File: src/hw/ater_pkg.sv
// Constants, field layouts and carrier types for the area translate entries.
// Function
// user load allowed only when user-load permit set
// user store allowed only when user-store permit set
// instruction entry bits 31-10 hold frame number; translation here takes only bits 31-13 and ignores bits 12-10
// entries accessible only from supervisor mode
// virtual address is context id plus fetch address
// entries pair with match registers for translation
// bit 0 selects data cache coherency
// bit 1 inhibits caching for the page
// bit 2 selects write-back over write-through
// bit 3 selects weak over strong ordering
// bit 4 records the page was accessed
// bit 5 records the page was modified
// bit 6 permits supervisor instruction fetch
// bit 7 permits user instruction fetch
// supervisor load allowed only with supervisor-load permit
// supervisor store allowed only with supervisor-store permit
// refused access to matching page raises page fault
// bits 9-8 reserved, ignored by translation
// four instruction entries paired with same-index match
package ater_pkg;

  ////////////////////////////////////////////////////////////////////////////
  // Sizes.
  localparam int ATER_NUM_ENT = 4;
  localparam int ATER_IDX_W = 2;
  localparam int ATER_CTX_W = 4;
  localparam int ATER_EA_W = 32;
  localparam int ATER_VA_W = 36;
  localparam int ATER_PAGE_BITS = 13;
  localparam int ATER_VPN_W = 19;

  ////////////////////////////////////////////////////////////////////////////
  // Entry field positions, shared by instruction and data entries except bits 6-9.
  localparam int ATER_COHERENT = 0;
  localparam int ATER_NOCACHE = 1;
  localparam int ATER_WRBACK = 2;
  localparam int ATER_WEAKORD = 3;
  localparam int ATER_ACC = 4;
  localparam int ATER_DIRTY = 5;
  localparam int ATER_SUP_EXEC = 6;
  localparam int ATER_USER_EXEC = 7;
  localparam int ATER_RSV_LO = 8;
  localparam int ATER_PFN_LO = 10;
  localparam int ATER_PFN_HI = 31;
  // Data entry permission positions.
  localparam int ATER_SLOAD = 6;
  localparam int ATER_SSTORE = 7;
  localparam int ATER_ULOAD = 8;
  localparam int ATER_USTORE = 9;

  // Bank select of a special-register access.
  localparam logic ATER_BANK_INSTR = 1'h0;
  localparam logic ATER_BANK_DATA = 1'h1;

  ////////////////////////////////////////////////////////////////////////////
  // Carrier types.
  typedef logic [31:0] ater_word_t;

  typedef struct packed {
    logic valid;
    logic [ATER_CTX_W-1:0] ctx;
    logic [ATER_VPN_W-1:0] vpn;
  } ater_match_s;

  typedef struct packed {
    logic valid;
    logic user;
    logic [ATER_EA_W-1:0] ea;
  } ater_fetch_s;

  typedef struct packed {
    logic valid;
    logic user;
    logic store;
    logic [ATER_EA_W-1:0] ea;
  } ater_dreq_s;

  // Ordered so that the struct equals entry bits 3..0.
  typedef struct packed {
    logic weakOrder;
    logic writeBack;
    logic noCache;
    logic coherent;
  } ater_attr_s;

  typedef struct packed {
    logic done;
    logic hit;
    logic fault;
    ater_attr_s attr;
    logic [ATER_EA_W-1:0] pa;
  } ater_xlat_s;

  typedef struct packed {
    logic write;
    logic read;
    logic bank;
    logic [ATER_IDX_W-1:0] idx;
    ater_word_t wdata;
  } ater_spr_s;

  typedef struct packed {
    logic ack;
    logic denied;
    ater_word_t rdata;
  } ater_sprrsp_s;

endpackage

File: src/hw/ater_translate_regs.sv
// Area translate entries with match compare, permission check and result flops.
`timescale 1ns/1ns
module ater_translate_regs
  import ater_pkg::*;
#(
  parameter int NUM_ENT = ATER_NUM_ENT
)
(
  input wire logic sys_clk,
  input wire logic nrst,
  input wire logic supervisorMode,
  input wire logic [ATER_CTX_W-1:0] contextId,
  input wire ater_spr_s sprReq,
  output ater_sprrsp_s sprRsp,
  input wire ater_match_s [NUM_ENT-1:0] instrMatch,
  input wire ater_match_s [NUM_ENT-1:0] dataMatch,
  input wire ater_fetch_s fetchReq,
  output ater_xlat_s fetchRsp,
  input wire ater_dreq_s dataReq,
  output ater_xlat_s dataRsp
);

  ////////////////////////////////////////////////////////////////////////////
  // All state of the block in one struct.
  typedef struct packed {
    ater_word_t [NUM_ENT-1:0] iEnt;
    ater_word_t [NUM_ENT-1:0] dEnt;
    ater_sprrsp_s spr;
    ater_xlat_s fo;
    ater_xlat_s dout;
  } ater_state_s;

  ater_state_s st;
  ater_state_s next_st;

  logic [ATER_VA_W-1:0] iVa;
  logic [ATER_VA_W-1:0] dVa;
  logic [NUM_ENT-1:0] iHitVec;
  logic [NUM_ENT-1:0] dHitVec;
  logic [ATER_IDX_W-1:0] iSel;
  logic [ATER_IDX_W-1:0] dSel;
  ater_word_t iEntSel;
  ater_word_t dEntSel;
  logic iHit;
  logic dHit;
  logic iPermit;
  logic dPermit;
  logic sprOk;

  ////////////////////////////////////////////////////////////////////////////
  // Decoding shared by both sides.

  // One entry matches when its match register is valid and both the
  // context and the page part of the virtual address agree.
  function automatic logic entryHit(input ater_match_s m, input logic [ATER_VA_W-1:0] va);
    return m.valid && (m.ctx == va[ATER_VA_W-1:ATER_EA_W]) && (m.vpn == va[ATER_EA_W-1:ATER_PAGE_BITS]);
  endfunction

  // Lowest index wins when software has left overlapping entries.
  function automatic logic [ATER_IDX_W-1:0] firstIdx(input logic [NUM_ENT-1:0] v);
    logic [ATER_IDX_W-1:0] r;
    r = '0;
    for (int i = NUM_ENT - 1; i >= 0; i--)
    begin
      if (v[i])
      begin
        r = ATER_IDX_W'(i);
      end
    end
    return r;
  endfunction

  ////////////////////////////////////////////////////////////////////////////
  // Virtual addresses: context id on top of the effective address.
  assign iVa = {contextId, fetchReq.ea};
  assign dVa = {contextId, dataReq.ea};

  // One comparator per entry, each tied to the match register of its index.
  for (genvar g = 0; g < NUM_ENT; g++)
  begin : gMatch
    assign iHitVec[g] = entryHit(instrMatch[g], iVa); // see R6
    assign dHitVec[g] = entryHit(dataMatch[g], dVa);
  end

  // Selected entry and its permission for the present request.
  assign iSel = firstIdx(iHitVec);
  assign dSel = firstIdx(dHitVec);
  assign iEntSel = st.iEnt[iSel];
  assign dEntSel = st.dEnt[dSel];
  assign iHit = |iHitVec;
  assign dHit = |dHitVec;
  assign iPermit = fetchReq.user ? iEntSel[ATER_USER_EXEC] : iEntSel[ATER_SUP_EXEC]; // see R13
  assign sprOk = supervisorMode && (sprReq.write || sprReq.read);

  // Load and store permissions of the data entry, per privilege level.
  always_comb
  begin
    if (dataReq.user)
    begin
      dPermit = dataReq.store ? dEntSel[ATER_USTORE] : dEntSel[ATER_ULOAD]; // see R1
    end
    else
    begin
      dPermit = dataReq.store ? dEntSel[ATER_SSTORE] : dEntSel[ATER_SLOAD]; // see R15
    end
  end

  ////////////////////////////////////////////////////////////////////////////
  // Next state: special-register access, then translations. Hardware
  // setting of the accessed and dirty flags comes last so that it wins
  // over a software write to the same entry in the same cycle.
  always_comb
  begin
    next_st = st;
    next_st.spr = '0;
    next_st.fo = '0;
    next_st.dout = '0;

    // Move to or from an entry; user mode gets a denied answer.
    if (sprReq.write || sprReq.read)
    begin
      next_st.spr.ack = 1'h1;
      next_st.spr.denied = !supervisorMode;
      if (sprOk && sprReq.write)
      begin
        // Reserved bits are stored but never read by translation.
        if (sprReq.bank == ATER_BANK_DATA)
        begin
          next_st.dEnt[sprReq.idx] = sprReq.wdata;
        end
        else
        begin
          next_st.iEnt[sprReq.idx] = sprReq.wdata;
        end
      end
      else if (sprOk)
      begin
        next_st.spr.rdata = (sprReq.bank == ATER_BANK_DATA) ? st.dEnt[sprReq.idx] : st.iEnt[sprReq.idx];
      end
    end

    // Instruction fetch translation.
    if (fetchReq.valid)
    begin
      next_st.fo.done = 1'h1;
      next_st.fo.hit = iHit;
      next_st.fo.fault = iHit && !iPermit; // see R13 see R14
      if (iHit)
      begin
        next_st.fo.pa = {iEntSel[ATER_PFN_HI:ATER_PAGE_BITS], fetchReq.ea[ATER_PAGE_BITS-1:0]};
        next_st.fo.attr = ater_attr_s'(iEntSel[ATER_WEAKORD:ATER_COHERENT]); // see R7 see R8 see R9
      end
      if (iHit && iPermit)
      begin
        next_st.iEnt[iSel][ATER_ACC] = 1'h1;
      end
    end

    // Data access translation.
    if (dataReq.valid)
    begin
      next_st.dout.done = 1'h1;
      next_st.dout.hit = dHit;
      next_st.dout.fault = dHit && !dPermit;
      if (dHit)
      begin
        next_st.dout.pa = {dEntSel[ATER_PFN_HI:ATER_PAGE_BITS], dataReq.ea[ATER_PAGE_BITS-1:0]};
        next_st.dout.attr = ater_attr_s'(dEntSel[ATER_WEAKORD:ATER_COHERENT]);
      end
      if (dHit && dPermit)
      begin
        next_st.dEnt[dSel][ATER_ACC] = 1'h1;
        if (dataReq.store)
        begin
          next_st.dEnt[dSel][ATER_DIRTY] = 1'h1;
        end
      end
    end
  end

  ////////////////////////////////////////////////////////////////////////////
  // State register. Entry contents are left unreset on purpose: software
  // must load them before use, and sparing the reset keeps the array cheap.
  always_ff @(posedge sys_clk)
  begin
    st <= next_st;
    if (!nrst)
    begin
      st.spr <= '0;
      st.fo <= '0;
      st.dout <= '0;
    end
  end

  // Outputs straight from the state flops.
  assign sprRsp = st.spr;
  assign fetchRsp = st.fo;
  assign dataRsp = st.dout;
endmodule

File: config.mk
export PLATFORM = sky130hd
export DESIGN_NAME = ater_translate_regs
export DESIGN_NICKNAME = d
export VERILOG_FILES = /design/src/hw/ater_pkg.sv /design/src/hw/ater_translate_regs.sv
export SDC_FILE = /design/constraint.sdc
export NUM_CORES = 1
export LEC_CHECK = 0
export BUFFER_PORTS_ARGS = -buffer_cell sky130_fd_sc_hd__buf_2
export CAP_MARGIN = 5
export CORE_UTILIZATION = 46
export CTS_CLUSTER_SIZE = 30
export DETAILED_ROUTE_END_ITERATION = 10
export PLACE_DENSITY = 0.76
export SLEW_MARGIN = 40
export SYNTH_ARGS = -nofsm -noshare
export SYNTH_HDL_FRONTEND = slang
export SYNTH_SLANG_ARGS = --single-unit
File: constraint.sdc
create_clock -name sys_clk -period 4.1 [get_ports sys_clk]
set_input_delay 0 -clock sys_clk [delete_from_list [all_inputs] [get_ports sys_clk]]
set_output_delay 0 -clock sys_clk [all_outputs]
set_load 0.02 [all_outputs]
# ---- Yosys cells after proc, flatten, opt, wreduce, memory -nomap -nowiden
# Index checks and enable logic that the tools add are counted.
dict set report totals {
  ff_bits 368
  latchBits 0
  mem_bits_rw 0
  mem_bits_ro 0
  out_inout_bits 112
  word_cells 138
  n_memories 0
}
dict set report op_classes {
  add_sub_neg 0
  mul 0
  div 0
  magnitude_cmp 6
  eq_ne 16
  shifts 0
  n_mux 46
  bitwise 6
  n_reduce_logical 37
}
# operator n
set op_table {}
lappend op_table {{128-bit two-way mux} 7}
lappend op_table {{128-bit OR} 3}
lappend op_table {{290-bit two-way mux} 1}
lappend op_table {{32-bit binary-select mux with 2-bit select} 4}
lappend op_table {{128-bit bitwise mux} 2}
lappend op_table {{32-bit demux with 2-bit select} 4}
lappend op_table {{256-bit two-way mux} 1}
lappend op_table {{32-bit two-way mux} 8}
lappend op_table {{19-bit == test} 8}
lappend op_table {{39-bit two-way mux} 2}
lappend op_table {{36-bit two-way mux} 2}
lappend op_table {{4-bit == test} 8}
lappend op_table {{1-bit logical AND} 25}
lappend op_table {{2-bit two-way mux} 8}
lappend op_table {{4-bit OR reduction} 3}
lappend op_table {{5-bit two-way mux} 2}
lappend op_table {{2-bit by 3-bit less-than comparator with 1-bit output, second input constant} 3}
lappend op_table {{2-bit by 1-bit >= comparator with 1-bit output, second input constant} 3}
lappend op_table {{6-bit two-way mux} 1}
lappend op_table {{2-bit AND reduction} 3}
lappend op_table {{3-bit AND reduction} 2}
lappend op_table {{1-bit two-way mux} 4}
lappend op_table {{1-bit logical NOT} 3}
lappend op_table {{1-bit inverter} 3}
lappend op_table {{1-bit logical OR} 1}

# ---- Depth between registers and ports, before layout
# Gate-level depths: netlist (run 1).
dict set report logic_depth {
  depth_word 16
  depth_mapped 11
  ltp_nobuf 10
}

# ---- Least setup slack after synthesis (run 1)
# Ideal clock, no wire load.
dict set report synth_path {
  path_type {input to register}
  from {input port sprReq[33] (netlist bit)}
  to {register st[244] (netlist bit)}
  setup_ps 126
  arrival_ps 3387
  t_required_ps 3974
  setup_slack_ps 587
  stages 6
  path_buffers 3
  path_cell_list {clkbuf_1 > buf_1 > clkbuf_1 > nor3_1 > mux2i_1 > o21ai_0}
}
# item line_no
set synth_lines {}
lappend synth_lines {{start, declared} ater_translate_regs.sv:13} ;# input wire ater_spr_s sprReq,
lappend synth_lines {{end signal, assigned} ater_translate_regs.sv:186} ;# st <= next_st;
lappend synth_lines {{end, declared} ater_translate_regs.sv:33} ;# ater_state_s st;

==> flow_summary_export.csv, run 1 <==
group,metric,value,unit
timing,relSlewSlack,48.9,%
route,dr.pass1.iters,5,
floorplan,die_area,38200,um^2
yosys,synthMuxAreaShare,14.1,%
timing,worstMarginPinSlew,0.766,ns
worst_setup_path,critPathKind,"input pin to flip-flop",
min_path,min_path_type,"input pin to flip-flop",
route,wl,53500,um
yosys,synth_edf_count,244,
worst_setup_path,worstSetupEndpointType,"flip-flop",
route,viasPerCell,5.56,
final_layout,nets,1983,
final_layout,stdcell_count,2181,
clock_tree,insertion_delay,0.56,ns
final_layout,layout_common_cells,"buf_2, edfxtp_1, dfxtp_1",
placement,portBuffers,416,
run_status,outcome,"finished clean",
timing,whs,0.0461,ns
placement,gp_congestion,0.972,
power_and_ir_drop,power_density,403,nW/um^2
route,dr.first_iter.drc_count,1032,
global_routing,gr-usage-met2,45.0,%
route,num_vias,12100,
clock_tree,root_buffer,"clkbuf_16",
worst_setup_path,crit_required,4.54,ns
clock_tree,cts.clk_slew.worst_paths,0.06,ns
global_routing,grt_usage,27.7,%
global_routing,grt_overflow,0,
floorplan,die_w,196,um
timing,setup_tns,0,ns
yosys,synth_cells,1273,
floorplan,start_util,46.9,%
global_routing,grt_pass1_vias,12600,
timing,max_clock_freq,0.321,GHz
yosys,synth.net_count,1578,
yosys,ys_warn_count,0,
clock_tree,cts_tree,"done",
floorplan,row_count,70,
placement,place_area,19100,um^2
yosys,synth_compound_area_share,5.00,%
flow_run,cap_violations,0,
worst_setup_path,crit_arrival,3.56,ns
yosys,synth_top_family_by_area,"multiplexers",
timing,drv_slew,0,
clock_tree,htreeDepth,2,
yosys,syn_area_per_cell,13.5,um^2
timing,post-route-min-period,3.12,ns
global_routing,grt_pass1_wl,77800,um
placement,place_hpwl,38300,um
route,postRouteAntennaNets,0,
yosys,synth-xor-area-share,9.44,%
timing,final_hold_viol_count,0,
global_routing,met1_usage,36.6,%
yosys,yosysSeqAreaShare,56.9,%
power_and_ir_drop,p_leak,8.40,nW
route,wl_per_cell,24.5,um
final_layout,layout_commonest_cell,"buf_2",
final_layout,drive_above_1_share,37.6,%
clock_tree,cts_setup_buffers,0,
floorplan,ios,417,
clock_tree,cts_made_buffers,39,
final_layout,fin_area,21400,um^2
clock_tree,cts_buffer_depth,3,
placement,pre_cts_ws,0.932,ns
global_routing,grt_max_degree,53,
floorplan,core,36700,um^2
final_layout,area_delta_synth_final,24.1,%
yosys,async_reset_ff_share,0,%
yosys,ys_types,59,
placement,place_inst,2020,
global_routing,grt_use_met3,6.08,%
yosys,synth_simple_gate_area_share,8.04,%
timing,layout_setup_ws,0.981,ns
route,drcViolationCount,0,
clock_tree,cts_sinks,368,
floorplan,dieHeight,196,um
global_routing,antenna_found_initial,4,
timing,rsz0062_at_grt,"false",
timing,fin_crit_sh,76.1,%
power_and_ir_drop,vdd_drop_max,288,uV
global_routing,grt_busiest_layer,"met2",
yosys,synthesis.area,17200,um^2
timing,setup_viol_count_final,0,
yosys,yosys_register_bits,368,
timing,fin_skew,0.0218,ns
worst_setup_path,crit_fanout,11,
yosys,synth_ff_type,"edfxtp_1",
worst_setup_path,start_kind,"input pin",
yosys,synthAdderAreaFrac,0,%
==> synthesized netlist by cell type, types with 9 or more instances <==
| cell | number | area (um^2) |
|---|---|---|
| nand4_1 | 39 | 244 |
| a21oi_1 | 48 | 240 |
| buf_4 | 112 | 841 |
| nor2_1 | 49 | 184 |
| xnor2_1 | 97 | 850 |
| a22oi_1 | 48 | 360 |
| mux2i_1 | 45 | 450 |
| xor2_1 | 85 | 744 |
| mux4_2 | 64 | 1440 |
| and2_1 | 17 | 106 |
| nand2_1 | 69 | 259 |
| buf_1 | 15 | 56.3 |
| dfxtp_1 | 124 | 2480 |
| nor4_1 | 27 | 169 |
| nor3_1 | 9 | 45.0 |
| mux2_2 | 40 | 450 |
| inv_1 | 9 | 33.8 |
| clkbuf_1 | 30 | 113 |
| edfxtp_1 | 244 | 7330 |
| and3_1 | 14 | 87.6 |
==> metal layers <==
metal / routed length (um) / share of wire (%)
met3: 4380 / 8.2
met1: 22000 / 41
met5: 8 / 0.015
met2: 25300 / 47
met4: 1730 / 3.2
==> metrics by stage <==
step | utilization (%) | power (mW)
4_1_cts | 58.1 | 8.64
3_5_place_dp | 52.1 | 4.94
5_1_grt | 58.3 | 8.88
6_report | 58.3 | 8.62
3_3_place_gp | 52.0 | 4.93
2_1_floorplan | - | 4.58
==> worst max-delay path: stages <==
cell,delay (ns)
buf_2,0.33
xor2_1,0.12
nor4_1,0.47
nand4_1,0.20
or3_1,0.47
a21oi_4,0.50
mux2_2,0.39
a21oi_1,0.19
a31o_2,0.20
o21ai_0,0.12
dlygate4sd3_1,0.57
==> report_power, final <==
group          internal (mW)  total (mW)  switching (mW)
combinational          0.414       0.866           0.452
sequential              4.04        4.08          0.0380
clock                   2.19        3.67            1.48
==> final timing paths <==
check	start	end	slack [ns]	cells after the start
worst max-delay path	contextId[1]	st[244]$_DFF_P_	0.98	11
worst min-delay path	dataMatch[23]	st[116]$_DFF_P_	0.05	5
worst max register to register	flip-flop	st[148]$_DFF_P_	1.92	5
worst min register to register	st[276]$_DFF_P_	st[276]$_DFF_P_	0.48	2
==> cell families (layout without fill, tap and decap cells) <==
family / count (synthesis) / count (layout)
flops: 368 / 368
simple gates: 261 / 261
xor+xnor: 184 / 184
buf+inv: 176 / 612
mux: 156 / 156
compound gates: 128 / 128
other cells: 0 / 4
==> area by class of cell <==
| class | count | area (um^2) |
|---|---|---|
| Fill cell | 2891 | 15300 |
| Sequential cell | 368 | 9810 |
| Multi-Input combinational cell | 729 | 6380 |
| Timing Repair Buffer | 531 | 3190 |
| Clock buffer | 54 | 1120 |
| Tap cell | 468 | 586 |
| Clock inverter | 18 | 249 |
| Inverter | 9 | 33.8 |
| Antenna cell | 4 | 10.0 |
==> what timing repair did <==
item	CTS	global route
hold endpoints to repair	291	0
resized for setup	0	0
hold buffers	84	0
Power figures use the tool's default switching activity.
==> inputs of run 2 (changes only) <==
--- a/config.mk
+++ b/config.mk
@@ -5,6 +5,7 @@
 export SDC_FILE = /design/constraint.sdc
 export NUM_CORES = 1
 export LEC_CHECK = 0
+export ABC_AREA = 1
 export BUFFER_PORTS_ARGS = -buffer_cell sky130_fd_sc_hd__buf_2
 export CAP_MARGIN = 5
 export CORE_UTILIZATION = 46
==> constraint.sdc (replaced) <==
create_clock -name sys_clk -period 3.1 [get_ports sys_clk]
set_input_delay 0 -clock sys_clk [delete_from_list [all_inputs] [get_ports sys_clk]]
set_output_delay 0 -clock sys_clk [all_outputs]
set_load 0.02 [all_outputs]
==> run 2 against run 1 <==
Via count up 35%. Sequential share of layout area down 1.8 points. Combinational power up 37%. Clock skew down 0.011 ns. First-iteration DRC count up 76%. Critical path depth up 7. Worst setup slack worse by 0.44 ns.
==> flow_summary_export.csv, run 2 <==
group,metric,value,unit
timing,max_clock_freq,0.390,GHz
clock_tree,insertion_delay,0.53,ns
timing,worstMarginPinSlew,0.887,ns
global_routing,grt_pass1_vias,16000,
timing,rsz0062_at_grt,"false",
global_routing,grt_usage,31.2,%
timing,relSlewSlack,39.3,%
placement,gp_congestion,0.996,
yosys,yosysTopAreaCell,"edfxtp_1",
yosys,ys_types,52,
yosys,yosys_register_bits,368,
clock_tree,cts_setup_buffers,0,
timing,drv_slew,0,
yosys,synthAdderAreaFrac,0,%
floorplan,row_count,72,
clock_tree,cts_buffer_depth,3,
yosys,synthesis.area,18400,um^2
placement,portBuffers,416,
power_and_ir_drop,power_density,495,nW/um^2
timing,layout_setup_ws,0.536,ns
floorplan,dieHeight,202,um
yosys,synthMuxAreaShare,0.0614,%
worst_setup_path,crit_required,3.57,ns
final_layout,fin_area,22300,um^2
yosys,synth_top_family_by_area,"simple AND/OR/NAND/NOR gates",
yosys,synth_simple_gate_area_share,20.1,%
route,postRouteAntennaNets,0,
yosys,synth_area_leaders,"edfxtp_1, dfxtp_1, nand2_1, inv_1, buf_4",
route,drcViolationCount,0,
yosys,synth_most_common_cell,"nand2_1",
final_layout,area_delta_synth_final,21.3,%
route,viasPerCell,5.46,
worst_setup_path,crit_chain,"buf_2, inv_1, o21ai_0, nor2_1, nand3_1, nor2_1, nand2_1, nor2_8, nand2_4, nand2_4, nand2_2, buf_4, nand2_1, nand3_1, nand2_2, nand4_1, nand2_1, dlygate4sd3_1",
placement,pre_cts_ws,0.500,ns
timing,post-route-min-period,2.56,ns
worst_setup_path,start_kind,"input pin",
yosys,synth_common_cells,"nand2_1, inv_1, edfxtp_1",
clock_tree,cts.clk_slew.worst_paths,0.07,ns
final_layout,layout_common_cells,"nand2_1, buf_2, inv_1",
min_path,min_path_type,"input pin to flip-flop",
yosys,synth_edf_count,244,
clock_tree,root_buffer,"clkbuf_16",
worst_setup_path,cp.buffers_inverters,4,
final_layout,nets,2756,
clock_tree,cts.repair.resized,0,
power_and_ir_drop,vdd_drop_max,342,uV
worst_setup_path,cpMostUsedCell,"nand2_1",
floorplan,die_area,40700,um^2
route,dr.pass1.iters,6,
yosys,synth_ff_type,"edfxtp_1",
yosys,async_reset_ff_share,0,%
clock_tree,htreeDepth,2,
clock_tree,cts_sinks,368,
timing,fin_crit_sh,82.7,%
worst_setup_path,crit_path_max_incr_delay,0.56,ns
yosys,synth-xor-area-share,1.15,%
timing,setup_tns,0,ns
floorplan,start_util,47.0,%
final_layout,layout_commonest_cell,"nand2_1",
timing,setup_viol_count_final,0,
clock_tree,hold_buffers,72,
worst_setup_path,crit_fanout,14,
route,wl,64200,um
yosys,ys_warn_count,0,
worst_setup_path,critPathKind,"input pin to flip-flop",
yosys,synth.top_cell.area_share,39.9,%
yosys,synth.net_count,2378,
final_layout,utilization,57.1,%
placement,place_area,20300,um^2
floorplan,ios,417,
timing,final_hold_viol_count,0,
placement,place_hpwl,45400,um
global_routing,antenna_found_initial,5,
route,wl_per_cell,21.4,um
power_and_ir_drop,p_leak,10.1,nW
global_routing,grt_overflow,0,
worst_setup_path,crit_family,"simple AND/OR/NAND/NOR gates",
global_routing,grt_pass1_wl,96100,um
yosys,yosysSeqAreaShare,53.5,%
route,num_vias,16400,
power_and_ir_drop,power,11.0,mW
flow_run,cap_violations,0,
global_routing,grt_max_degree,58,
clock_tree,cts_made_buffers,36,
final_layout,drive_above_1_share,24.2,%
worst_setup_path,crit_slowest_cell,"dlygate4sd3_1",
yosys,synth_compound_area_share,12.9,%
timing,fin_skew,0.0106,ns
worst_setup_path,crit_arrival,3.04,ns
floorplan,die_w,202,um
floorplan,core,39000,um^2
worst_setup_path,worstSetupEndpointType,"flip-flop",
run_status,outcome,"finished clean",
yosys,syn_area_per_cell,8.85,um^2
yosys,synth_cells,2073,
route,dr.first_iter.drc_count,1813,
clock_tree,cts_tree,"done",
-- run 2: changes by cell type in the layout (fill, tap and decap cells not counted), sizes merged, moves of 75 or more --
| cell | change |
|---|---|
| inv | +270 |
| o21ai | +75 |
| nor2 | +133 |
| xnor2 | -85 |
| nand2 | +497 |
| xor2 | -75 |
-- run 2: final timing paths --
| path | slack, ns | startpoint | endpoint | cells after the start |
|---|---|---|---|---|
| worst max-delay path | 0.54 | fetchReq[27] | st[276]$_DFF_P_ | 18 |
| worst min-delay path | 0.07 | sprReq[32] | sprRsp[26]$_SDFF_PP0_ | 4 |
| worst max register to register | 1.35 | flip-flop | st[213]$_DFF_P_ | 9 |
| worst min register to register | 0.50 | st[180]$_DFF_P_ | st[180]$_DFF_P_ | 2 |
-- run 2: logic make-up (layout without fill, tap and decap cells) --
family	after synthesis	after routing
simple gates	875	875
mux	1	1
other cells	0	4
compound gates	340	340
buf+inv	465	871
xor+xnor	24	24
flops	368	368
-- run 2: metrics by stage --
stage          std cells  hold slack [ns]
4_1_cts             2997           0.0557
5_1_grt             3001            0.141
3_5_place_dp        2859            0.212
3_3_place_gp        2859            0.207
2_1_floorplan       2073           0.0785
6_report            3001           0.0656
-- run 2: layout make-up --
class / count / area, um^2
Timing Repair Buffer: 520 / 3140
Fill cell: 3301 / 16800
Clock buffer: 51 / 1040
Sequential cell: 368 / 9810
Inverter: 285 / 1070
Antenna cell: 4 / 10.0
Clock inverter: 15 / 169
Tap cell: 518 / 648
Multi-Input combinational cell: 1240 / 6370
-- run 2: report_power, final --
part | internal (mW) | switching (mW) | total, mW
sequential | 5.35 | 0.0526 | 5.40
combinational | 0.455 | 0.733 | 1.19
clock | 2.60 | 1.84 | 4.44
-- run 2: per-layer routing --
metal	global-route usage, %	routed length (um)
met5	0	0
met4	8.98	1650
met3	4.11	6050
met2	51.6	30500
met1	42.7	26100
-- run 2: tightest hold or removal path, cell delays in order --
cell and delay (ns):
buf_2 0.17, nor2_4 0.09, a22oi_1 0.16, a311oi_1 0.11
